--- src/sarseq_defines.svh ---
`ifndef SARSEQ_DEFINES_SVH
`define SARSEQ_DEFINES_SVH

// Register offsets
`define SARSEQ_OFF_CTRL0      8'hD6
`define SARSEQ_OFF_CTRL1      8'hD7
`define SARSEQ_OFF_CTRL2      8'hD8
`define SARSEQ_OFF_RES_LO     8'hD9
`define SARSEQ_OFF_RES_HI     8'hDA
`define SARSEQ_OFF_IRQ_STAT   8'hDB
`define SARSEQ_OFF_IRQ_MASK   8'hDC

// Control 0 fields
`define SARSEQ_C0_CH_LSB      0
`define SARSEQ_C0_MODE        3
`define SARSEQ_C0_GRP_EN      4
`define SARSEQ_C0_START       6
`define SARSEQ_C0_CKS_LO      7
// Control 1 fields
`define SARSEQ_C1_RES10       3
`define SARSEQ_C1_CKS_HI      4
`define SARSEQ_C1_REF_CONN    5
// Control 2 fields
`define SARSEQ_C2_SH_EN       0

// Writable bit masks, reserved bits read zero
`define SARSEQ_C0_WMASK       8'hDF
`define SARSEQ_C1_WMASK       8'h38
`define SARSEQ_C2_WMASK       8'h01

// Reset values
`define SARSEQ_RST_CTRL       8'h00

// Conversion lengths in converter clock cycles
`define SARSEQ_CYC_8_NOSH     7'd49
`define SARSEQ_CYC_10_NOSH    7'd59
`define SARSEQ_CYC_8_SH       7'd28
`define SARSEQ_CYC_10_SH      7'd33

// Full-scale codes
`define SARSEQ_FULL_10        10'h3FF
`define SARSEQ_FULL_8         10'h0FF

`endif

--- src/sarseq_pkg.sv ---
package sarseq_pkg;

    // Sequencer states
    typedef enum logic [1:0] {
        SARSEQ_IDLE,
        SARSEQ_CONV,
        SARSEQ_DONE
    } sarseq_state_t;

    // Converter clock sources
    typedef enum logic [1:0] {
        SARSEQ_CK_DIV4,
        SARSEQ_CK_DIV2,
        SARSEQ_CK_DIV1,
        SARSEQ_CK_OSC
    } sarseq_clk_t;

endpackage : sarseq_pkg

--- src/sarseq_top.sv ---
// Operation
// Channel patterns 100..111 pick inputs 0..3
// Channel select valid only with group enable
// Mode bit: 0 one-shot, 1 repeat
// Start write 1 begins, 0 stops
// One-shot clears start flag, raises interrupt
// Repeat converts until stopped, no interrupt
// Software uses 8-bit only in repeat
// Resolution bit: 0 8-bit, 1 10-bit
// Clock select: div4, div2, div1, oscillator
// Over-reference input gives full-scale code
// Conversion lengths 49/59, with hold 28/33
// Sample-hold enable shortens conversion sequence
// Control 0 write mid-conversion spoils result
// Finished conversion stores result register
// Reference connect bit drives ladder switch
// Software reselects channel after mode change
// Software changes settings only while stopped
// Start flag reads 1 while sequence active
`timescale 1ns/1ns
`include "sarseq_defines.svh"

module sarseq_top #(
    parameter int DATA_W = 10                 // Converter result width
) (
    input  wire logic              ref_clk,         // System clock
    input  wire logic              rst_n,           // Async reset, low
    input  wire logic [7:0]        addr,            // Register address
    input  wire logic [7:0]        wdata,           // Write data
    input  wire logic              wr_stb,          // Write strobe
    input  wire logic              rd_stb,          // Read strobe
    output logic      [7:0]        rdata,           // Read data
    input  wire logic              osc_fast_tick,   // Fast oscillator tick
    input  wire logic [DATA_W-1:0] sar_code,        // Raw comparator code
    input  wire logic              sar_over_ref,    // Input above reference
    output logic                   analog_input_0,  // Mux select input 0
    output logic                   analog_input_1,  // Mux select input 1
    output logic                   analog_input_2,  // Mux select input 2
    output logic                   analog_input_3,  // Mux select input 3
    output logic                   ladder_connect,  // Reference to ladder
    output logic                   sample_hold_on,  // Hold circuit active
    output logic                   conv_busy,       // Conversion running
    output logic                   irq              // Interrupt, level
);

    // Register storage
    logic [7:0]        converter_control_0;   // Channel, mode, start, clock
    logic [7:0]        converter_control_1;   // Resolution, clock, ref
    logic [7:0]        converter_control_2;   // Sample-hold enable
    logic [DATA_W-1:0] result;                // Last conversion value
    logic              result_bad;            // Result spoiled flag
    logic [1:0]        irq_status;            // Sticky events
    logic [1:0]        irq_mask;              // Event enables

    // Sequencer state
    sarseq_pkg::sarseq_state_t state;         // Current state
    logic [6:0]        cyc_cnt;               // Converter cycles done
    logic [1:0]        div_cnt;               // System clock divider
    logic              ck_en;                 // Converter clock enable
    logic [6:0]        cyc_len;               // Cycles per conversion
    logic [DATA_W-1:0] next_result;           // Value to store
    logic              conv_end;              // Last converter cycle
    logic              wr_c0;                 // Control 0 write
    logic              start_wr1;             // Start written as 1
    logic              start_wr0;             // Start written as 0

    // Field views
    wire       mode_repeat = converter_control_0[`SARSEQ_C0_MODE];
    wire       grp_en      = converter_control_0[`SARSEQ_C0_GRP_EN];
    wire       res10       = converter_control_1[`SARSEQ_C1_RES10];
    wire       sh_en       = converter_control_2[`SARSEQ_C2_SH_EN];
    wire [2:0] ch_sel      = converter_control_0[`SARSEQ_C0_CH_LSB +: 3];
    sarseq_pkg::sarseq_clk_t clk_src;

    // Decode of bus writes
    assign wr_c0     = wr_stb && (addr == `SARSEQ_OFF_CTRL0);
    assign start_wr1 = wr_c0 && wdata[`SARSEQ_C0_START];
    assign start_wr0 = wr_c0 && !wdata[`SARSEQ_C0_START];

    // Clock source from the two select bits
    assign clk_src = sarseq_pkg::sarseq_clk_t'({
        converter_control_1[`SARSEQ_C1_CKS_HI],
        converter_control_0[`SARSEQ_C0_CKS_LO]});

    // Divider for the system clock based rates
    always_ff @(posedge ref_clk or negedge rst_n) begin
        if (!rst_n) begin
            div_cnt <= 2'h0;
        end else begin
            div_cnt <= div_cnt + 2'h1;
        end
    end

    // Converter clock enable pulse
    always_comb begin
        case (clk_src)
            sarseq_pkg::SARSEQ_CK_DIV4: ck_en = (div_cnt == 2'h3);
            sarseq_pkg::SARSEQ_CK_DIV2: ck_en = div_cnt[0];
            sarseq_pkg::SARSEQ_CK_DIV1: ck_en = 1'b1;
            sarseq_pkg::SARSEQ_CK_OSC:  ck_en = osc_fast_tick;
            default:                    ck_en = 1'b0;
        endcase
    end

    // Conversion length per resolution and hold option
    always_comb begin
        if (sh_en) begin
            cyc_len = res10 ? `SARSEQ_CYC_10_SH
                            : `SARSEQ_CYC_8_SH;
        end else begin
            cyc_len = res10 ? `SARSEQ_CYC_10_NOSH
                            : `SARSEQ_CYC_8_NOSH;
        end
    end

    assign conv_end = (state == sarseq_pkg::SARSEQ_CONV) && ck_en
                   && (cyc_cnt == cyc_len - 7'd1);

    // Result value, clamped and cut to resolution
    always_comb begin
        if (sar_over_ref) begin
            next_result = res10 ? `SARSEQ_FULL_10 : `SARSEQ_FULL_8;
        end else if (res10) begin
            next_result = sar_code;
        end else begin
            next_result = {2'h0, sar_code[DATA_W-1:2]};
        end
    end

    // Control register 0, start flag owned by sequencer
    always_ff @(posedge ref_clk or negedge rst_n) begin
        if (!rst_n) begin
            converter_control_0 <= `SARSEQ_RST_CTRL;
        end else begin
            if (wr_c0) begin
                converter_control_0 <= wdata & `SARSEQ_C0_WMASK;
            end else if (conv_end && !mode_repeat) begin
                converter_control_0[`SARSEQ_C0_START] <= 1'b0;
            end
        end
    end

    // Control registers 1 and 2
    always_ff @(posedge ref_clk or negedge rst_n) begin
        if (!rst_n) begin
            converter_control_1 <= `SARSEQ_RST_CTRL;
            converter_control_2 <= `SARSEQ_RST_CTRL;
        end else begin
            if (wr_stb && addr == `SARSEQ_OFF_CTRL1) begin
                converter_control_1 <= wdata & `SARSEQ_C1_WMASK;
            end
            if (wr_stb && addr == `SARSEQ_OFF_CTRL2) begin
                converter_control_2 <= wdata & `SARSEQ_C2_WMASK;
            end
        end
    end

    // Sequencer and converter cycle counter
    always_ff @(posedge ref_clk or negedge rst_n) begin
        if (!rst_n) begin
            state   <= sarseq_pkg::SARSEQ_IDLE;
            cyc_cnt <= 7'h00;
        end else begin
            case (state)
                sarseq_pkg::SARSEQ_IDLE: begin
                    cyc_cnt <= 7'h00;
                    if (start_wr1) begin
                        state <= sarseq_pkg::SARSEQ_CONV;
                    end
                end
                sarseq_pkg::SARSEQ_CONV: begin
                    if (start_wr0) begin
                        state   <= sarseq_pkg::SARSEQ_IDLE;
                        cyc_cnt <= 7'h00;
                    end else if (conv_end) begin
                        cyc_cnt <= 7'h00;
                        // Repeat keeps going, one-shot ends
                        state <= mode_repeat
                               ? sarseq_pkg::SARSEQ_CONV
                               : sarseq_pkg::SARSEQ_DONE;
                    end else if (ck_en) begin
                        cyc_cnt <= cyc_cnt + 7'd1;
                    end
                end
                sarseq_pkg::SARSEQ_DONE: begin
                    // One cycle in done, a start write here goes straight to conversion
                    state <= start_wr1 ? sarseq_pkg::SARSEQ_CONV
                                       : sarseq_pkg::SARSEQ_IDLE;
                end
                default: begin
                    state <= sarseq_pkg::SARSEQ_IDLE;
                end
            endcase
        end
    end

    // Result register and spoiled marker
    always_ff @(posedge ref_clk or negedge rst_n) begin
        if (!rst_n) begin
            result     <= '0;
            result_bad <= 1'b0;
        end else begin
            if (conv_end) begin
                result     <= next_result;
                result_bad <= 1'b0;
            end else if (wr_c0 && state == sarseq_pkg::SARSEQ_CONV) begin
                result_bad <= 1'b1;
            end
        end
    end

    // Sticky events: bit0 one-shot done, bit1 spoiled result
    always_ff @(posedge ref_clk or negedge rst_n) begin
        if (!rst_n) begin
            irq_status <= 2'h0;
            irq_mask   <= 2'h0;
        end else begin
            if (wr_stb && addr == `SARSEQ_OFF_IRQ_MASK) begin
                irq_mask <= wdata[1:0];
            end
            // Set wins over write-one-clear
            irq_status[0] <= (conv_end && !mode_repeat)
                || (irq_status[0] && !(wr_stb
                    && addr == `SARSEQ_OFF_IRQ_STAT && wdata[0]));
            irq_status[1] <= (wr_c0 && state == sarseq_pkg::SARSEQ_CONV)
                || (irq_status[1] && !(wr_stb
                    && addr == `SARSEQ_OFF_IRQ_STAT && wdata[1]));
        end
    end

    // Registered outputs
    always_ff @(posedge ref_clk or negedge rst_n) begin
        if (!rst_n) begin
            analog_input_0 <= 1'b0;
            analog_input_1 <= 1'b0;
            analog_input_2 <= 1'b0;
            analog_input_3 <= 1'b0;
            ladder_connect <= 1'b0;
            sample_hold_on <= 1'b0;
            conv_busy      <= 1'b0;
            irq            <= 1'b0;
        end else begin
            // Mux select only with group enabled and legal code
            analog_input_0 <= grp_en && ch_sel == 3'h4;
            analog_input_1 <= grp_en && ch_sel == 3'h5;
            analog_input_2 <= grp_en && ch_sel == 3'h6;
            analog_input_3 <= grp_en && ch_sel == 3'h7;
            ladder_connect <=
                converter_control_1[`SARSEQ_C1_REF_CONN];
            sample_hold_on <= sh_en
                && (state == sarseq_pkg::SARSEQ_CONV);
            conv_busy      <= (state == sarseq_pkg::SARSEQ_CONV);
            irq            <= |(irq_status & irq_mask);
        end
    end

    // Read data one cycle after strobe
    always_ff @(posedge ref_clk or negedge rst_n) begin
        if (!rst_n) begin
            rdata <= 8'h00;
        end else if (rd_stb) begin
            case (addr)
                `SARSEQ_OFF_CTRL0:    rdata <= converter_control_0;
                `SARSEQ_OFF_CTRL1:    rdata <= converter_control_1;
                `SARSEQ_OFF_CTRL2:    rdata <= converter_control_2;
                `SARSEQ_OFF_RES_LO:   rdata <= result[7:0];
                `SARSEQ_OFF_RES_HI:   rdata <= {result_bad, 5'h00,
                                                result[9:8]};
                `SARSEQ_OFF_IRQ_STAT: rdata <= {6'h00, irq_status};
                `SARSEQ_OFF_IRQ_MASK: rdata <= {6'h00, irq_mask};
                default:              rdata <= 8'h00;
            endcase
        end else begin
            rdata <= 8'h00;
        end
    end

endmodule : sarseq_top

--- config.mk ---
export PLATFORM = sky130hd
export DESIGN_NAME = sarseq_top
export DESIGN_NICKNAME = d
export VERILOG_FILES = /design/src/sarseq_pkg.sv /design/src/sarseq_top.sv
export VERILOG_INCLUDE_DIRS = /design/src
export SDC_FILE = /design/constraint.sdc
export NUM_CORES = 1
export LEC_CHECK = 0
export BUFFER_PORTS_ARGS = -buffer_cell sky130_fd_sc_hd__clkbuf_2
export CORE_ASPECT_RATIO = 0.75
export CORE_UTILIZATION = 55
export CTS_BUF_LIST = sky130_fd_sc_hd__clkbuf_8 sky130_fd_sc_hd__clkbuf_16
export DETAILED_ROUTE_END_ITERATION = 12
export GPL_TIMING_DRIVEN = 0
export HOLD_SLACK_MARGIN = 0.02
export PLACE_DENSITY_LB_ADDON = 0.3
export SLEW_MARGIN = 25
export SYNTH_ARGS = -nofsm -noshare
export SYNTH_HDL_FRONTEND = slang
export SYNTH_SLANG_ARGS = --single-unit
--- constraint.sdc ---
create_clock -name ref_clk -period 3.2 [get_ports ref_clk]
set_clock_uncertainty 0.2 [all_clocks]
set_input_delay 0.48 -clock ref_clk [delete_from_list [all_inputs] [get_ports ref_clk]]
set_output_delay 0.48 -clock ref_clk [all_outputs]
set_load 0.01 [all_outputs]
==> results of run 1 <==
[registers in the layout (all words and copies together) (netlist names)]
| name | flops |
|---|---|
| result | 10 |
| rdata | 8 |
| converter_control_0 | 7 |
| cyc_cnt | 7 |
| converter_control_1 | 3 |
| div_cnt | 2 |
| irq_mask | 2 |
| irq_status | 2 |
| state | 2 |
| analog_input_0 | 1 |
| analog_input_1 | 1 |
| analog_input_2 | 1 |
| analog_input_3 | 1 |
| conv_busy | 1 |
| converter_control_2 | 1 |
| irq | 1 |
| ladder_connect | 1 |
| result_bad | 1 |
| sample_hold_on | 1 |
[area by class of cell]
type / instances / area (sq um)
fill: 348 / 1480
sequential: 53 / 1330
multi-input combinational: 181 / 1160
timing repair buffer: 47 / 243
clock buffer: 6 / 82.6
tap: 57 / 71.3
buffer: 10 / 45.0
inverter: 11 / 45.0
clock inverter: 1 / 7.51
[worst reg2reg max path, stage by stage, from the launching register on]
cell and delay (ps):
dfrtp_1 510, clkinvlp_4 220, ha_1 290, or2_2 310, o22ai_1 120, a31oi_1 100, or3_1 390, buf_2 190
a2111oi_1 520, nor2_1 70
[what timing repair did]
item	CTS	global route
hold buffers	0	0
gates resized for setup	0	6
setup endpoints to repair	0	7
buffers inserted	0	2
[Yosys cell counts, types with 2 or more instances]
cell / n
o21ai_1: 2
a221o_1: 2
clkbuf_1: 5
a21oi_1: 4
a222oi_1: 3
nand2b_1: 3
and2_1: 10
a22o_1: 4
o31ai_1: 4
ha_1: 6
nand3_1: 5
nand4_1: 3
nor3_1: 6
o22ai_1: 5
nand2_1: 29
inv_1: 10
a31oi_1: 3
mux2_2: 8
and3_1: 2
or2b_1: 2
a2111oi_0: 7
dfrtp_1: 53
a22oi_1: 5
buf_2: 3
nor2_1: 30
xor2_1: 2
o211ai_1: 2
o21ai_0: 15
nor2b_1: 3
[stage by stage]
stage | total power [mW] | cell area, sq um | hold slack [ps] | cells | worst slack (ps)
2_1_floorplan | 0.747 | 2570 | -15.6 | 255 | 589
3_3_place_gp | 0.793 | 2860 | 184 | 357 | 78.6
3_5_place_dp | 0.796 | 2870 | 190 | 357 | 66.3
4_1_cts | 1.17 | 2960 | 66.7 | 364 | 49.3
5_1_grt | 1.21 | 2980 | 92.6 | 366 | 26.8
6_report | 1.17 | 2980 | 33.4 | 366 | 162
[worst paths after layout]
kind                                              from                     end  slack, ps  cells past startpoint
worst max-delay path            converter_control_1[3]               result[0]        160                      9
worst min-delay path                             rst_n              cyc_cnt[5]         30                      1
min in group ref_clk                          wdata[5]  converter_control_1[5]        200                      2
max in group asynchronous                        rst_n  converter_control_0[6]       2300                      1
worst max register to register  converter_control_1[3]               result[0]        160                      9
worst min register to register  converter_control_1[5]          ladder_connect        210                      0
[per-layer routing]
layer  part of all wire  GRT usage
met5                  0          0
met4              0.018      0.105
met3              0.074     0.0504
met2               0.43      0.364
met1               0.48      0.349
[cell families (layout without fill, tap and decap cells)]
kind of cell | after synthesis | in the layout | synth area share
compound gates | 60 | 60 | 0.167
xor+xnor | 2 | 2 | 0.00683
fa+ha+maj | 6 | 6 | 0.0293
buf+inv | 21 | 75 | 0.0336
flops | 53 | 53 | 0.517
mux | 8 | 8 | 0.0351
simple gates | 105 | 105 | 0.212
[cells in the final DEF, fill, tap and decap left out, types with 5 or more instances in the layout]
| cell | netlist | final |
|---|---|---|
| nand2_1 | 29 | 29 |
| inv_1 | 10 | 10 |
| mux2_2 | 8 | 8 |
| and2_1 | 10 | 10 |
| nor3_1 | 6 | 6 |
| o22ai_1 | 5 | 5 |
| nor2_1 | 30 | 30 |
| ha_1 | 6 | 6 |
| clkbuf_8 | 0 | 6 |
| dfrtp_1 | 53 | 53 |
| clkbuf_1 | 5 | 5 |
| clkbuf_2 | 0 | 44 |
| nand3_1 | 5 | 5 |
| o21ai_0 | 15 | 15 |
| a22oi_1 | 5 | 5 |
[power by group through the flow]
stage	Combinational (mW)	Sequential [mW]	Clock, mW
3_5_place_dp	0.0917	0.704	0
4_1_cts	0.0920	0.691	0.391
2_1_floorplan	0.0450	0.702	0
3_3_place_gp	0.0889	0.704	0
6_report	0.0944	0.692	0.383
5_1_grt	0.106	0.693	0.413
==> results.toml, run 1 <==
[run_status]
outcome = "completed"

[drt]
vias_per_cell = 5.94
drc = 0
drt_iter0_drc = 149
wl_per_cell_um = 15.4
routed-via-count = 2174
wl_mm = 5.64
drt_first_pass_iters = 5
ant_nets = 0

[setup_path]
crit_arrival_ps = 3020
end_kind = "register"
path_buf_inv = 2
cp.required_ps = 3180
crit_type = "register to register"
cpLargestDelayFamily = "simple AND/OR/NAND/NOR gates"
path_max_fanout = 10
cp_slowest_cell = "a2111oi_1"
crit_chain = "clkinvlp_4, ha_1, or2_2, o22ai_1, a31oi_1, or3_1, buf_2, a2111oi_1, nor2_1"
worstSetupStartpointType = "register"
slowest_delay_ps = 520

[yosys]
synth.top_cell.area_share = 0.517
synth_seq_area_share = 0.517
synth_ff_type = "dfrtp_1"
synth_warnings = 0
syn_area_sq_mm = 0.00257
synth_cells = 255
synth_area_leaders = "dfrtp_1, nor2_1, nand2_1, mux2_2, ha_1"
ys_ff_latch = 53
synth_cell_types = 48
syn-num-nets = 293
avgSynthCellArea_sq_um = 10.1
synth-edff-count = 0
synthArstFlopShare = 1.00
yosys.area.top_type = "dfrtp_1"

[floorplanning]
die-height_um = 61.2
dieArea_sq_mm = 0.00495
initial_core_util = 0.575
pin_count = 48
design.core.area_sq_mm = 0.00447
fp-row-count = 21
fp.dieW_um = 80.9

[pwr]
cell_internal_pwr_mw = 0.887
p_per_area_mw_per_mm2 = 392
combPwrFrac = 0.081
p_seq_frac = 0.592
switching_power_mw = 0.282
peakVddDrop_mv = 0.317
clkPwrFrac = 0.328
swShare = 0.241
leakagePower_nw = 1.43

[grt]
grt_pass1_wl_mm = 8.74
grt_overflow_total = 0
grt_pass1_vias = 1860
grt.total_usage = 0.244
antenna_found_initial = 0
grt_max_degree = 54

[final_layout]
nets = 347
post-route-util = 0.668
layout-drive-gt1-share = 0.243
syn2layout_area_growth_pct = 16.3
diodes = 0

[cts]
cts_max_level = 2
cts_tree = "done"
clk_pin_slew_worst_paths_ps = 90
cts_buffers = 5
clock_path_buffers = 2
insertion_delay_ps = 310
clock-root-buffer = "clkbuf_8"
clkSinkCount = 53

[timing]
rsz0062_at_grt = "false"
final.setup.tns_ps = 0
clock.fmax_mhz = 329
final-setup-viol-count = 0
relSlewSlack = 0.373
period_share = 0.949
period_minus_slack_ps = 3040
hold_viol_final = 0
slew_violations = 0
worstMarginPinSlew_ps = 938

[hold_path]
hp-class = "input port to async pin"

[placed_design]
gp_congestion = 0.867
port_buffers = 45
dpl.hpwl_mm = 4.08

[flow_run]
maxCapViolations = 0
No activity file was read; power rests on OpenSTA's default activity.
==> run 2: changes to the inputs <==
==> constraint.sdc (replaced) <==
create_clock -name ref_clk -period 3.2 [get_ports ref_clk]
set_clock_uncertainty 0.2 [all_clocks]
set_input_delay 0.32 -clock ref_clk [delete_from_list [all_inputs] [get_ports ref_clk]]
set_output_delay 0.32 -clock ref_clk [all_outputs]
set_load 0.01 [all_outputs]
==> results.toml, run 2 (same netlist as run 1, synthesis figures left out) <==
[run_status]
outcome = "completed"

[setup_path]
cp.required_ps = 3180
worstReg2RegStart = "converter_control_1[3]"
path_max_fanout = 10
end_kind = "register"
crit_arrival_ps = 2980
cp-startpoint = "converter_control_1[3]"
worstSetupStartpointType = "register"
crit_type = "register to register"

[final_layout]
syn2layout_area_growth_pct = 16.7
top_regs = "result (10), rdata (8)"
stdcell_count = 367
diodes = 0
post-route-util = 0.670
design_area_sq_mm = 0.00299
layout-drive-gt1-share = 0.242
nets = 348
regMostFlops = "result"
layout_common_cells = "dfrtp_1, clkbuf_2, nor2_1, nand2_1, o21ai_0"
mostFrequentLayoutCell = "dfrtp_1"
largest_reg_flops = 10

[floorplanning]
design.core.area_sq_mm = 0.00447
fp-row-count = 21
die-height_um = 61.2
fp.dieW_um = 80.9
initial_core_util = 0.575
pin_count = 48
dieArea_sq_mm = 0.00495

[hold_path]
worstHoldStart = "wdata[5]"
hp-class = "input port to register"

[timing]
final-setup-viol-count = 0
hold_viol_final = 0
rsz0062_at_grt = "false"
final.setup.tns_ps = 0
clock.fmax_mhz = 333
slew_violations = 0
period_minus_slack_ps = 3000
worstMarginPinSlew_ps = 967
relSlewSlack = 0.354
fin_ws_ps = 200
period_share = 0.938

[placed_design]
port_buffers = 45
post-place-cells = 357
place_area_sq_mm = 0.00287
dpl_worst_slack_ps = 66.3
dpl.hpwl_mm = 4.08
gp_congestion = 0.867

[grt]
grtUsageMet3 = 0.0504
grt_pass1_wl_mm = 8.74
antenna_found_initial = 0
grt_pass1_vias = 1860
grt.total_usage = 0.244
grt_max_degree = 54
grt_overflow_total = 0
grtUsageMet2 = 0.364
grt_util_met1 = 0.349
grt_busiest_layer = "met2"

[flow_run]
maxCapViolations = 0

[drt]
ant_nets = 0
drt_iter0_drc = 148
vias_per_cell = 5.94
drt_first_pass_iters = 5
wl_per_cell_um = 15.4
routed-via-count = 2180
drc = 0
wl_mm = 5.64

[pwr]
leakagePower_nw = 1.43
peakVddDrop_mv = 0.316
p_per_area_mw_per_mm2 = 390

[cts]
clock-root-buffer = "clkbuf_8"
insertion_delay_ps = 310
cts_max_level = 2
clk_pin_slew_worst_paths_ps = 90
clkSinkCount = 53
clock_path_buffers = 2
cts_buffers = 5
cts_tree = "done"
run 2: cell count changes in the layout (fill, tap and decap cells not counted):
cell	delta
dlygate4sd3_1	+1
run 2: metrics by stage:
stage	hold slack (ps)	power, mW
2_1_floorplan	-176	0.747
3_3_place_gp	184	0.793
3_5_place_dp	190	0.796
4_1_cts	42.0	1.18
5_1_grt	43.6	1.21
6_report	43.8	1.17
run 2: report_power, final:
part | total (mW) | switching [mW] | internal (mW)
clock | 0.382 | 0.211 | 0.171
combinational | 0.0952 | 0.0582 | 0.0371
sequential | 0.692 | 0.0122 | 0.680
total | 1.17 | 0.281 | 0.888
run 2: per-layer routing:
metal,vias to the layer above,share of wire
li1,1024,-
met2,85,0.43
met1,1062,0.47
met3,9,0.079
met4,0,0.017
met5,-,0
run 2: area by class of cell:
type | instances | area (sq um)
Multi-Input combinational cell | 181 | 1160
Sequential cell | 53 | 1330
Buffer | 10 | 45.0
Inverter | 11 | 45.0
Clock buffer | 6 | 82.6
Fill cell | 347 | 1470
Timing Repair Buffer | 48 | 253
Clock inverter | 1 | 7.51
Tap cell | 57 | 71.3
run 2: worst paths after layout:
kind	slack (ps)	depth (start not counted)	endpoint
setup / recovery	200	9	result[0]
hold / removal	40	2	converter_control_1[5]
setup reg to reg	200	9	result[0]
hold reg to reg	210	0	ladder_connect
max in group asynchronous	1930	2	converter_control_1[4]
min in group asynchronous	420	2	conv_busy
run 2: what timing repair did:
item                                    4_1_cts  5_1_grt
buffers inserted                              0        2
hold endpoints to repair                     53        0
hold buffers                                  1        0
resized for setup                             0        6
endpoints found under the setup margin        0        7
run 2: worst max-delay path, stage by stage, from the launching register on:
cell        delay, ps
dfrtp_1           510
clkinvlp_4        220
ha_1              290
or2_2             300
o22ai_1           120
a31oi_1           100
or3_1             390
buf_2             190
a2111oi_1         490
nor2_1             70
==> run 3: changes to the inputs <==
--- a/config.mk
+++ b/config.mk
@@ -6,9 +6,10 @@
 export SDC_FILE = /design/constraint.sdc
 export NUM_CORES = 1
 export LEC_CHECK = 0
+export ABC_AREA = 1
 export BUFFER_PORTS_ARGS = -buffer_cell sky130_fd_sc_hd__clkbuf_2
 export CORE_ASPECT_RATIO = 0.75
-export CORE_UTILIZATION = 55
+export CORE_UTILIZATION = 56
 export CTS_BUF_LIST = sky130_fd_sc_hd__clkbuf_8 sky130_fd_sc_hd__clkbuf_16
 export DETAILED_ROUTE_END_ITERATION = 12
 export GPL_TIMING_DRIVEN = 0
==> results.toml, run 3 <==
[setup_path]
reg2reg_slack_ps = 880
end_kind = "register"
crit_type = "register to register"
r2r_end = "cyc_cnt[6]"
endpoint = "cyc_cnt[6]"
cp-startpoint = "converter_control_1[3]"
reg2regPathDepth = 11
path_max_fanout = 11
crit_arrival_ps = 2330
worstReg2RegStart = "converter_control_1[3]"
cp.required_ps = 3210
worstSetupStartpointType = "register"

[timing]
final.setup.tns_ps = 0
period_share = 0.726
hold_viol_final = 0
period_minus_slack_ps = 2320
worstMarginPinSlew_ps = 703
rsz0062_at_grt = "false"
final-setup-viol-count = 0
relSlewSlack = 0.531
slew_violations = 0
fin_ws_ps = 877
clock.fmax_mhz = 430

[final_layout]
layout_common_cells = "nand2_1, dfrtp_1, inv_1, clkbuf_2, nor2_1"
stdcell_count = 464
mostFrequentLayoutCell = "nand2_1"
post-route-util = 0.692
regMostFlops = "result"
largest_reg_flops = 10
top_regs = "result (10), rdata (8)"
layout-drive-gt1-share = 0.219
diodes = 0
syn2layout_area_growth_pct = 14.2
nets = 444

[cts]
cts_max_level = 2
clock-root-buffer = "clkbuf_8"
clkSinkCount = 53
insertion_delay_ps = 300
hold_buffers = 1
cts_buffers = 5
cts_tree = "done"
clk_pin_slew_worst_paths_ps = 90
post-cts-setup-buffers = 0
clock_path_buffers = 2
ctsResizeCount = 0

[yosys]
syn-num-nets = 390
synth_cell_types = 35
yosys.area.top_type = "dfrtp_1"
synth.top_cell.area_share = 0.473
yosysMostFrequentCell = "nand2_1"
syn_area_sq_mm = 0.00280
synth_warnings = 0
synth_seq_area_share = 0.473
synthArstFlopShare = 1.00
synth_area_leaders = "dfrtp_1, nand2_1, inv_1, nor2_1, nand3_1"
synth_ff_type = "dfrtp_1"
synth_cells = 352
ys_ff_latch = 53
synth-edff-count = 0
avgSynthCellArea_sq_um = 7.96
synthTopCellsByCount = "nand2_1, dfrtp_1, inv_1"

[floorplanning]
design.core.area_sq_mm = 0.00462
fp.dieW_um = 83.7
dieArea_sq_mm = 0.00529
initial_core_util = 0.606
pin_count = 48
die-height_um = 63.3
fp-row-count = 21

[drt]
drt_iter0_drc = 215
vias_per_cell = 5.29
wl_per_cell_um = 12.9
routed-via-count = 2456
drc = 0
ant_nets = 0
wl_mm = 6.00
drt_first_pass_iters = 4

[pwr]
clkPwrFrac = 0.304
leakagePower_nw = 1.69
p_seq_frac = 0.592
p_per_area_mw_per_mm2 = 367
swShare = 0.258
combPwrFrac = 0.104
switching_power_mw = 0.303
peakVddDrop_mv = 0.294
cell_internal_pwr_mw = 0.872

[grt]
grt.total_usage = 0.256
grt_max_degree = 54
grt_pass1_vias = 2234
grt_overflow_total = 0
antenna_found_initial = 0
grt_pass1_wl_mm = 10.5

[placed_design]
gp_congestion = 0.913
dpl_worst_slack_ps = 914
post-place-cells = 455
dpl.hpwl_mm = 4.61
port_buffers = 46

[run_status]
outcome = "completed"

[hold_path]
hp-class = "input port to register"

[flow_run]
maxCapViolations = 0
## run 3: cell types whose count changed after synthesis, sizes merged, moves of 7 or more
cell	previous run	this run
nor2	30	38
nand2	30	114
a211oi	0	8
nand3	5	24
a2111oi	8	0
o21ai	17	31
mux2	8	1
and2	10	1
inv	10	52
## run 3: how the worst min path moves through the flow
stage	slack (ps)	start	cells past startpoint	endpoint
floorplan	-180	rst_n	0	analog_input_0
global placement	190	converter_control_1[5]	0	ladder_connect
detailed placement	200	converter_control_1[5]	0	ladder_connect
CTS	30	wdata[7]	3	converter_control_0[7]
global route	30	wdata[7]	3	converter_control_0[7]
finish	40	rd_stb	3	rdata[7]
## run 3: layout make-up
type	count	area [sq um]
multi-input combinational	243	1250
buffer	3	18.8
clock inverter	3	15.0
timing repair buffer	47	243
tap	57	71.3
sequential	53	1330
fill	392	1420
inverter	53	203
clock buffer	5	68.8
## run 3: critical path: stages (launching register included)
cell	delay [ps]
dfrtp_1	450
inv_2	150
ha_1	390
nand2_1	110
o21ai_1	180
nand3_1	90
nor2_1	90
nand2_1	190
nand2_1	140
nand2_1	80
inv_1	90
nor2_1	50
## run 3: logic make-up after synthesis
logic type	synth area share
AOI/OAI and AO/OA	0.113
adders and majority gates	0.0268
buffers and inverters	0.0790
muxes	0.00402
DFF	0.473
and+or+nand+nor	0.304
## run 3: power groups by stage
stage	registers [mW]	clock network, mW	logic [mW]
3_3_place_gp	0.707	0	0.117
4_1_cts	0.695	0.370	0.123
2_1_floorplan	0.705	0	0.0661
6_report	0.695	0.357	0.122
3_5_place_dp	0.708	0	0.121
5_1_grt	0.697	0.405	0.140
## run 3: per-stage QoR
stage,power (mW),instance area (sq um),hold slack (ps)
floorplan,0.771,2800,-176
global placement,0.824,3100,187
detailed placement,0.829,3110,203
CTS,1.19,3200,27.3
global route,1.24,3200,32.7
finish,1.17,3200,37.6
## run 3: layer usage
metal,GRT usage,share of wire,vias to the layer above
met2,0.371,0.43,84
met3,0.0642,0.070,6
li1,-,-,1232
met4,0.0636,0.0095,0
met1,0.384,0.49,1134
met5,0,0,-
